[src/core/hsf_pkg.sv]
// Constants for the hot-swap hardware-fault supervisor.
// Assumes a single 40 MHz clock and a 32-bit APB register port.
package hsf_pkg;

    localparam int unsigned CLK_HZ          = 40_000_000;

    // Power-on delay after the regulated supply is good
    localparam int unsigned POR_TIME_US     = 10_000;
    localparam int unsigned POR_CYCLES      =
        POR_TIME_US * (CLK_HZ / 1_000_000);

    // Drain-source check timer after a gate turn-off
    localparam int unsigned DS_CHECK_TIME_US = 100;
    localparam int unsigned DS_CHECK_CYCLES  =
        DS_CHECK_TIME_US * (CLK_HZ / 1_000_000);

    // Digitised drop codes from the power-path converter
    localparam int unsigned DROP_W          = 10;
    localparam int unsigned MIN_DROP_CODE   = 32;

    // Register map, byte addresses
    localparam int unsigned ADDR_W          = 8;
    localparam logic [7:0]  STATUS_ADDR     = 8'h00;
    localparam logic [7:0]  DS_CFG_ADDR     = 8'h04;

    // Status field positions
    localparam int unsigned ST_HW_FAULT     = 0;
    localparam int unsigned ST_DS_FAULT     = 1;
    localparam int unsigned ST_SENSE_FAULT  = 2;
    localparam int unsigned ST_CAP_FAULT    = 3;
    localparam int unsigned ST_BREAKER      = 4;
    localparam int unsigned ST_GATE_ON      = 5;
    localparam int unsigned ST_POR_DONE     = 6;
    localparam int unsigned ST_SRC_ARMED    = 7;
    localparam int unsigned ST_SENSE_ARMED  = 8;
    localparam int unsigned ST_DS_RUNNING   = 9;

    // Drain-source check count register
    localparam int unsigned DS_CFG_W        = 16;
    localparam logic [15:0] DS_CFG_RST      = 16'(DS_CHECK_CYCLES);

endpackage

[src/core/hsf_supervisor.sv]
// Latched hardware-fault supervisor for a single-FET hot-swap controller.
// Assumes all comparator inputs are filtered and synchronous to i_clk,
// and i_supply_good falls only when the regulated supply drops below
// its lockout-low level (hysteresis lives in the analog front end).
//
// The register offsets and register access over APB are this design's own decisions.
`timescale 1ns/1ps

//
// Behaviour
// RQ1: The source monitor is armed while enable is low once supply is good and the power-on delay is over.
// RQ2: An armed source monitor seeing the output above threshold with enable low raises the fault output at once.
// RQ3: Fault output and latched monitor state clear only when the supply drops below lockout-low.
// RQ4: An enable falling edge in steady operation turns gate drive off, weak pull-down on, discharge high and starts the check timer.
// RQ5: At check-timer expiry the fault output is raised if the output is still above the source threshold.
// RQ6: Any of six shutdown faults turns gate drive off, fault pull-down on, discharge high, starts the timer and arms the monitor.
// RQ7: Sense-resistor short detection is armed by an enable rising edge after the power-on delay with gate-source voltage good.
// RQ8: A shorted sense resistor switches inrush control from current slope to gate-voltage slope.
// RQ9: Sense short checking needs a transistor drop above the minimum, with a threshold of half the excess drop.
// RQ10: A resistor drop below that threshold trips the breaker, drops the gate, raises discharge and the fault output.
// RQ11: Before power-up the timing capacitor pin is held discharged.
// RQ12: As the supply rises the timing capacitor is charged from the current source.
// RQ13: A capacitor still below its charged threshold when the power-on delay ends is flagged as shorted.
// RQ14: A shorted timing capacitor raises the fault output without touching gate drive or discharge.
// RQ15: Recovery from a hardware fault needs the service processor to remove main supply.
// RQ16: Analog comparisons arrive as synchronous booleans and the delays are parameters; here the check delay is the APB-written ds_cfg register.
// RQ17: Fault latch, check timer and arm states are held cleared while the supply-good input is low.
module hsf_supervisor
    import hsf_pkg::*;
#(
    // Power-on delay is a parameter, check delay the ds_cfg register; comparators arrive as synchronous flags [RQ16]
    parameter int unsigned POR_COUNT   = hsf_pkg::POR_CYCLES,
    parameter int unsigned DRP_W       = hsf_pkg::DROP_W,
    parameter int unsigned MIN_DROP    = hsf_pkg::MIN_DROP_CODE
) (
    input  wire logic                        i_clk,
    input  wire logic                        i_resetn,
    // APB slave
    input  wire logic                        i_psel,
    input  wire logic                        i_penable,
    input  wire logic                        i_pwrite,
    input  wire logic [hsf_pkg::ADDR_W-1:0]  i_paddr,
    input  wire logic [31:0]                 i_pwdata,
    output logic      [31:0]                 o_prdata,
    output logic                             o_pready,
    output logic                             o_pslverr,
    // Supply and enable
    input  wire logic                        i_supply_good,
    input  wire logic                        i_enable,
    // Comparator inputs
    input  wire logic                        i_source_above_thr,
    input  wire logic                        i_gate_source_good,
    input  wire logic                        i_cap_charged,
    input  wire logic                        i_undervoltage_lockout,
    input  wire logic                        i_overvoltage_protect,
    input  wire logic                        i_primary_overcurrent,
    input  wire logic                        i_secondary_overcurrent,
    input  wire logic                        i_load_sense_open,
    input  wire logic                        i_ground_sense_open,
    // Digitised drops across sense resistor and transistor
    input  wire logic [DRP_W-1:0]            i_sense_drop,
    input  wire logic [DRP_W-1:0]            i_transistor_drop,
    // Outputs
    output logic                             o_hardware_fault_out,
    output logic                             o_discharge_drive_out,
    output logic                             o_gate_drive_en,
    output logic                             o_gate_weak_pulldown,
    output logic                             o_gate_fault_pulldown,
    output logic                             o_gate_slope_mode,
    output logic                             o_breaker_tripped,
    output logic                             o_cap_charge_en,
    output logic                             o_cap_discharge_en
);
    import hsf_pkg::*;

    localparam int unsigned POR_W = $clog2(POR_COUNT + 1);

    logic                rst_meta;
    logic                rst_n;
    logic [POR_W-1:0]    por_cnt;
    logic                por_done;
    logic                enable_q;
    logic                gate_on;
    logic                breaker;
    logic                fault_pd;
    logic                discharge;
    logic [DS_CFG_W-1:0] ds_cfg;
    logic [DS_CFG_W-1:0] ds_cnt;
    logic                ds_running;
    logic                src_armed;
    logic                sense_pend;
    logic                sense_armed;
    logic                ds_fault;
    logic                sense_fault;
    logic                cap_fault;
    logic                slope_gate;
    logic                hw_fault;
    logic [31:0]         prdata;

    logic                en_rise;
    logic                en_fall;
    logic                shutdown;
    logic                shutdown_q;
    logic                shutdown_rise;
    logic                ds_start;
    logic                ds_expire;
    logic                drop_over_min;
    logic [DRP_W-1:0]    sense_thr;
    logic                sense_short;
    logic                src_now_fault;
    logic                gate_start;

    // Reset release through two flops; assertion stays asynchronous
    always_ff @(posedge i_clk or negedge i_resetn) begin
        if (!i_resetn) begin
            rst_meta <= 1'b0;
            rst_n    <= 1'b0;
        end else begin
            rst_meta <= 1'b1;
            rst_n    <= rst_meta;
        end
    end

    // Edge copies reset to the idle level, so reset gives no false edge
    assign en_rise  = i_enable & ~enable_q;
    assign en_fall  = ~i_enable & enable_q;
    assign shutdown = i_undervoltage_lockout | i_overvoltage_protect |
                      i_primary_overcurrent | i_secondary_overcurrent |
                      i_load_sense_open | i_ground_sense_open;
    assign shutdown_rise = shutdown & ~shutdown_q;

    // Check timer starts when enable falls or a shutdown fault rises while the gate is on
    assign ds_start  = gate_on & (en_fall | shutdown_rise);   // [RQ4] [RQ6]
    assign ds_expire = ds_running & (ds_cnt == '0);

    // Half the transistor drop in excess of the minimum offset
    assign drop_over_min = i_transistor_drop > DRP_W'(MIN_DROP);  // [RQ9]
    assign sense_thr     = DRP_W'((i_transistor_drop - DRP_W'(MIN_DROP))
                                  >> 1);                          // [RQ9]
    assign sense_short   = sense_armed & gate_on & drop_over_min &
                           (i_sense_drop < sense_thr);            // [RQ10]

    // Immediate source check only while no discharge timing is pending
    assign src_now_fault = src_armed & ~i_enable & ~gate_on &
                           ~ds_running & ~ds_start &
                           i_source_above_thr;                    // [RQ2]

    // A tripped breaker or a sense short refuses a new start
    assign gate_start = en_rise & por_done & ~breaker & ~shutdown &
                        ~sense_fault;

    always_ff @(posedge i_clk or negedge rst_n) begin
        if (!rst_n) begin
            enable_q   <= 1'b0;
            shutdown_q <= 1'b0;
        end else begin
            enable_q   <= i_enable;
            shutdown_q <= shutdown;
        end
    end

    // Power-on delay, counted only while the supply is good
    // The count stops at its end, so por_done cannot drop while powered
    always_ff @(posedge i_clk or negedge rst_n) begin
        if (!rst_n) begin
            por_cnt  <= '0;
            por_done <= 1'b0;
        end else if (!i_supply_good) begin
            por_cnt  <= '0;
            por_done <= 1'b0;
        end else if (!por_done) begin
            if (por_cnt == POR_W'(POR_COUNT - 1)) begin
                por_done <= 1'b1;
            end
            por_cnt <= por_cnt + 1'b1;
        end
    end

    // Gate drive, pull-downs, discharge and breaker
    always_ff @(posedge i_clk or negedge rst_n) begin
        if (!rst_n) begin
            gate_on   <= 1'b0;
            breaker   <= 1'b0;
            fault_pd  <= 1'b0;
            discharge <= 1'b0;
        end else if (!i_supply_good) begin
            gate_on   <= 1'b0;
            breaker   <= 1'b0;
            fault_pd  <= 1'b0;
            discharge <= 1'b0;
        end else if (sense_short) begin
            gate_on   <= 1'b0;                                    // [RQ10]
            breaker   <= 1'b1;
            fault_pd  <= 1'b1;
            discharge <= 1'b1;
        end else if (shutdown & (gate_on | ~discharge)) begin
            gate_on   <= 1'b0;                                    // [RQ6]
            fault_pd  <= 1'b1;
            discharge <= 1'b1;
            // Level faults release on their own; latched ones need enable
            if (!(i_undervoltage_lockout | i_overvoltage_protect)) begin
                breaker <= 1'b1;
            end
        end else if (en_fall) begin
            gate_on   <= 1'b0;                                    // [RQ4]
            fault_pd  <= 1'b0;
            discharge <= 1'b1;
            breaker   <= 1'b0;
        end else if (gate_start) begin
            gate_on   <= 1'b1;
            fault_pd  <= 1'b0;
            discharge <= 1'b0;
        end
    end

    // Drain-source check timer
    always_ff @(posedge i_clk or negedge rst_n) begin
        if (!rst_n) begin
            ds_cnt     <= '0;
            ds_running <= 1'b0;
        end else if (!i_supply_good) begin
            ds_cnt     <= '0;                                     // [RQ17]
            ds_running <= 1'b0;
        end else if (ds_start) begin
            ds_cnt     <= ds_cfg;                                 // [RQ4]
            ds_running <= 1'b1;
        end else if (ds_expire) begin
            ds_running <= 1'b0;
        end else if (ds_running) begin
            ds_cnt <= ds_cnt - 1'b1;
        end
    end

    // Detection arm states
    always_ff @(posedge i_clk or negedge rst_n) begin
        if (!rst_n) begin
            src_armed   <= 1'b0;
            sense_pend  <= 1'b0;
            sense_armed <= 1'b0;
        end else if (!i_supply_good) begin
            src_armed   <= 1'b0;                                  // [RQ17]
            sense_pend  <= 1'b0;
            sense_armed <= 1'b0;
        end else begin
            if ((por_done & ~i_enable) | ds_start) begin
                src_armed <= 1'b1;                                // [RQ1] [RQ6]
            end else if (gate_on) begin
                src_armed <= 1'b0;
            end
            if (gate_start) begin
                sense_pend <= 1'b1;                               // [RQ7]
            end else if (~gate_on) begin
                sense_pend <= 1'b0;
            end
            if (sense_pend & gate_on & i_gate_source_good) begin
                sense_armed <= 1'b1;                              // [RQ7]
            end else if (~gate_on) begin
                sense_armed <= 1'b0;
            end
        end
    end

    // Latched hardware faults; only loss of supply clears them
    always_ff @(posedge i_clk or negedge rst_n) begin
        if (!rst_n) begin
            ds_fault    <= 1'b0;
            sense_fault <= 1'b0;
            cap_fault   <= 1'b0;
            slope_gate  <= 1'b0;
            hw_fault    <= 1'b0;
        end else if (!i_supply_good) begin
            ds_fault    <= 1'b0;                                  // [RQ3] [RQ17]
            sense_fault <= 1'b0;
            cap_fault   <= 1'b0;
            slope_gate  <= 1'b0;
            hw_fault    <= 1'b0;
        end else begin
            if (src_now_fault |
                (ds_expire & i_source_above_thr)) begin
                ds_fault <= 1'b1;                                 // [RQ2] [RQ5]
            end
            if (sense_short) begin
                sense_fault <= 1'b1;                              // [RQ10]
                slope_gate  <= 1'b1;                              // [RQ8]
            end
            // Sampled at the cycle the power-on delay ends
            if (i_supply_good & ~por_done &
                (por_cnt == POR_W'(POR_COUNT - 1)) & ~i_cap_charged) begin
                cap_fault <= 1'b1;                                // [RQ13]
            end
            if (ds_fault | sense_fault | cap_fault) begin
                hw_fault <= 1'b1;                                 // [RQ14] [RQ3]
            end
        end
    end

    // APB: zero wait states, read data captured in the setup cycle
    always_ff @(posedge i_clk or negedge rst_n) begin
        if (!rst_n) begin
            ds_cfg <= DS_CFG_RST;
        end else if (i_psel & i_penable & i_pwrite &
                     (i_paddr == DS_CFG_ADDR)) begin
            ds_cfg <= i_pwdata[DS_CFG_W-1:0];
        end
    end

    always_ff @(posedge i_clk or negedge rst_n) begin
        if (!rst_n) begin
            prdata <= '0;
        end else if (i_psel & ~i_penable) begin
            prdata <= '0;
            if (i_paddr == STATUS_ADDR) begin
                prdata[ST_HW_FAULT]    <= hw_fault;
                prdata[ST_DS_FAULT]    <= ds_fault;
                prdata[ST_SENSE_FAULT] <= sense_fault;
                prdata[ST_CAP_FAULT]   <= cap_fault;
                prdata[ST_BREAKER]     <= breaker;
                prdata[ST_GATE_ON]     <= gate_on;
                prdata[ST_POR_DONE]    <= por_done;
                prdata[ST_SRC_ARMED]   <= src_armed;
                prdata[ST_SENSE_ARMED] <= sense_armed;
                prdata[ST_DS_RUNNING]  <= ds_running;
            end else if (i_paddr == DS_CFG_ADDR) begin
                prdata[DS_CFG_W-1:0] <= ds_cfg;
            end
        end
    end

    assign o_prdata  = prdata;
    assign o_pready  = 1'b1;
    // Unmapped offsets answer with an error instead of stalling the bus
    assign o_pslverr = i_psel & i_penable &
                       (i_paddr != STATUS_ADDR) & (i_paddr != DS_CFG_ADDR);

    assign o_hardware_fault_out  = hw_fault;
    assign o_discharge_drive_out = discharge;
    assign o_gate_drive_en       = gate_on;
    assign o_gate_weak_pulldown  = ~gate_on & ~fault_pd;          // [RQ4]
    assign o_gate_fault_pulldown = fault_pd;
    assign o_gate_slope_mode     = slope_gate;
    assign o_breaker_tripped     = breaker;
    // Charge toward the regulated rail while it is up, else hold at 0 V
    assign o_cap_charge_en       = i_supply_good;                 // [RQ12]
    assign o_cap_discharge_en    = ~i_supply_good;                // [RQ11]

endmodule

[config.mk]
export PLATFORM = sky130hd
export DESIGN_NAME = hsf_supervisor
export DESIGN_NICKNAME = d
export VERILOG_FILES = /design/src/core/hsf_pkg.sv /design/src/core/hsf_supervisor.sv
export SDC_FILE = /design/constraint.sdc
export NUM_CORES = 1
export LEC_CHECK = 0
export ABC_CLOCK_PERIOD_IN_PS = 3400
export BUFFER_PORTS_ARGS = -buffer_cell sky130_fd_sc_hd__buf_2
export CELL_PAD_IN_SITES_DETAIL_PLACEMENT = 0
export CELL_PAD_IN_SITES_GLOBAL_PLACEMENT = 2
export CORE_MARGIN = 1
export CORE_UTILIZATION = 32
export CTS_CLUSTER_SIZE = 8
export DETAILED_ROUTE_END_ITERATION = 10
export MAX_ROUTING_LAYER = met4
export PLACE_DENSITY_LB_ADDON = 0.12
export SLEW_MARGIN = 20
export SYNTH_ARGS = -nofsm -noshare
export SYNTH_HDL_FRONTEND = slang
export SYNTH_SLANG_ARGS = --single-unit
[constraint.sdc]
create_clock -name i_clk -period 3.4 [get_ports i_clk]
set_input_delay 0.17 -clock i_clk [delete_from_list [all_inputs] [get_ports i_clk]]
set_output_delay 0.17 -clock i_clk [all_outputs]
set_load 0.02 [all_outputs]
==> qor.yml <==
synth.distinct_cells: 64
final.setup.worst_slack_ns: 1.01
insertion_delay_ns: 0.34
critical_path.endpoint_type: "flip-flop"
tns_ns: 0
gpl.final_weighted_congestion: 0.751
ctsHtreeMaxLevel: 3
skew_ns: 0.00645
critical_path.reg2reg.startpoint: "o_gate_drive_en$_DFFE_PN0P_"
final_layout_size_suffix_gt1_share_pct: 26.8
timing.final.hold_violations: 0
viasPerCell: 4.98
ys_seq_area_share_pct: 47.6
synth_top_cell_area_share_pct: 44.0
die_area_um2: 14300
grt_usage_pct: 17.4
postPlaceCellArea_um2: 4990
cp_data_required_time_ns: 3.66
placementRows: 42
worstSetupStartpoint: "o_gate_drive_en$_DFFE_PN0P_"
overall_power_after_layout_mw: 2.52
layout.cells.most_common: "buf_2"
globalRoute.totalOverflow: 0
antenna_violations_before_repair: 0
initial_utilization_pct: 33.1
critPathArrivalTime_ns: 2.65
route.vias.total: 3517
drt_first_pass_iters: 4
clk_path_buf_depth: 2
fp.dieH_um: 120
power.ir.vdd_worst_mv: 0.214
cts.sink_count: 84
ys_ff_latch: 84
totalWireLength_um: 11400
timing_max_transition_violations_final: 0
yosysWarningCount: 0
areaGrowthSynthToFinish_pct: 19.8
worstRegToRegCells: 5
finalInstanceArea_um2: 5310
final-seq-area_um2: 2110
hold_path_class: "input port to flip-flop"
final_setup_violation_count: 0
postRouteAntennaNets: 0
cell_type_with_the_largest_total_area_after_synthesis: "dfrtp_1"
cts-buffers-inserted: 9
numPlacedInstances: 690
netlist_instances: 439
syn_area_per_cell_um2: 10.1
critical_path_peak_fanout: 15
critical_path_capture_point: "ds_cnt[7]$_DFFE_PN0P_"
fp.dieW_um: 120
timing.final.crit_period_ns: 2.39
yosys_most_used_dff: "dfrtp_1"
relSlewSlack_pct: 38.7
remaining_drc_errors: 0
hpwlAfterDp_um: 8110
worst-setup-path-type: "flip-flop to flip-flop"
cell_area_after_synthesis_um2: 4430
slew_of_the_pin_with_the_lowest_slew_margin_ns: 0.920
tritoncts: "yes"
layout_common_cells: "buf_2, dfrtp_1, nor2_1"
grt_first_pass_wirelength_um: 18600
clock_pin_slew_reported_for_the_worst_setup_and_hold_paths_after_clock_tree_synthesis_ns: 0.06
portBuffers: 85
clock-root-buffer: "clkbuf_16"
timing.critical_path.from_type: "flip-flop"
regToRegSetupSlack_ns: 1.01
multi_input_comb_area_um2: 2120
crit-reg2reg-capture: "ds_cnt[7]$_DFFE_PN0P_"
status: "finished clean"
nets: 613
grt_max_degree: 69
final.period_utilization_pct: 70.2
place_ws_ns: 0.975
static-leakage-power_nw: 2.53
drt_iter0_drc: 144
rsz0062_at_grt: "false"
coreArea_um2: 13400
max_freq_ghz: 0.419
layout.cells.non_filler: 706
power-per-cell-area_nw_per_um2: 474
synth-async-reset-ratio_pct: 100
routedWlPerCell_um: 16.1
num_antenna_cells: 0
synth_enable_flop_cells: 0
num-fill-cells: 1342
first_global_vias: 3547
max_cap_viols: 0
synth.area.top_cells: "dfrtp_1, mux2i_1, mux2_2"
floorplan.io_pins: 119
state kept, by name, summed over array words and instances (netlist names):
register and flops:
o_gate_fault_pulldown 1, o_breaker_tripped 1, rst_n 1, ds_fault 1
shutdown_q 1, sense_pend 1, o_discharge_drive_out 1, ds_cfg 16
o_hardware_fault_out 1, por_cnt 19, ds_cnt 16, ds_running 1
rst_meta 1, sense_armed 1, src_armed 1, enable_q 1
o_gate_drive_en 1, o_prdata 16, o_gate_slope_mode 1, cap_fault 1
por_done 1
per-layer routing:
metal / up-vias / wire [um] / GRT usage (%)
met1: 1717 / 5410 / 22.3
met5: - / 0 / -
li1: 1717 / - / -
met4: 0 / 163 / 5.86
met3: 11 / 368 / 3.18
met2: 72 / 5430 / 27.8
final cells by class:
cell class | instances | share of cell area, %
sequential | 84 | 39.8
clock buffer | 10 | 4.31
timing repair buffer | 93 | 9.19
inverter | 16 | 1.13
multi-input combinational | 322 | 39.9
tap | 176 | 4.15
clock inverter | 5 | 1.46
kinds of logic (layout without fill, tap and decap cells):
| family | count (synthesis) | after routing | share of synthesized area, % |
|---|---|---|---|
| AND/OR/NAND/NOR | 160 | 160 | 19.2 |
| XOR/XNOR | 17 | 17 | 3.36 |
| multiplexers | 34 | 34 | 8.13 |
| other | 2 | 18 | 0.169 |
| flip-flops | 84 | 84 | 47.6 |
| adder cells (fa/ha/maj) | 11 | 11 | 3.10 |
| AO/OA/AOI/OAI | 82 | 82 | 12.5 |
| buffers and inverters | 49 | 124 | 5.93 |
cell usage after synthesis (6+ instances only):
master	instances
xnor2_1	11
nor4_1	6
dfstp_2	6
o21a_1	9
nand2_1	31
mux2i_1	18
nor2_1	34
nand3_1	17
a22o_1	6
nor3_1	15
xor2_1	6
and3_1	6
or3_1	8
buf_4	18
dfrtp_1	78
mux2_2	16
ha_1	11
nand4_1	12
o21ai_0	23
a21oi_1	14
inv_1	16
clkbuf_1	9
through the flow:
stage               utilization (%)  hold slack (ns)
floorplan                         -           -0.126
detailed placement             37.3          -0.0429
global route                   39.6          0.00853
global placement               37.3          -0.0449
CTS                            39.6         0.000221
finish                         39.6           0.0106
report_power, final:
group          total [mW]  internal, mW  leakage, nW  switching (mW)
clock                1.05         0.637        0.148           0.409
sequential           1.10          1.04         1.12          0.0598
combinational       0.375         0.176         1.25           0.200
critical path: stages (launching register included):
cell and delay, ns:
dfrtp_1 0.66, nand2_1 0.14, a21oi_1 0.39, and2_0 0.74
a211oi_1 0.18, nor3_1 0.19
how the worst min path moves through the flow:
stage                  start               endpoint  cells after the start
2_1_floorplan       i_resetn     rst_meta$_DFF_PN0_                      0
3_3_place_gp        i_resetn     rst_meta$_DFF_PN0_                      1
3_5_place_dp        i_resetn     rst_meta$_DFF_PN0_                      1
4_1_cts        i_cap_charged  cap_fault$_DFFE_PN0P_                      2
5_1_grt             i_enable     enable_q$_DFF_PN0_                      1
6_report            i_enable     enable_q$_DFF_PN0_                      1
what timing repair did:
action / in CTS / in global routing
setup buffers: 0 / 0
setup endpoints to repair: 0 / 0
hold endpoints to repair: 2 / 0
gates resized for setup: 0 / 0
hold buffers: 1 / 0
(Power assumes the default switching activity.)
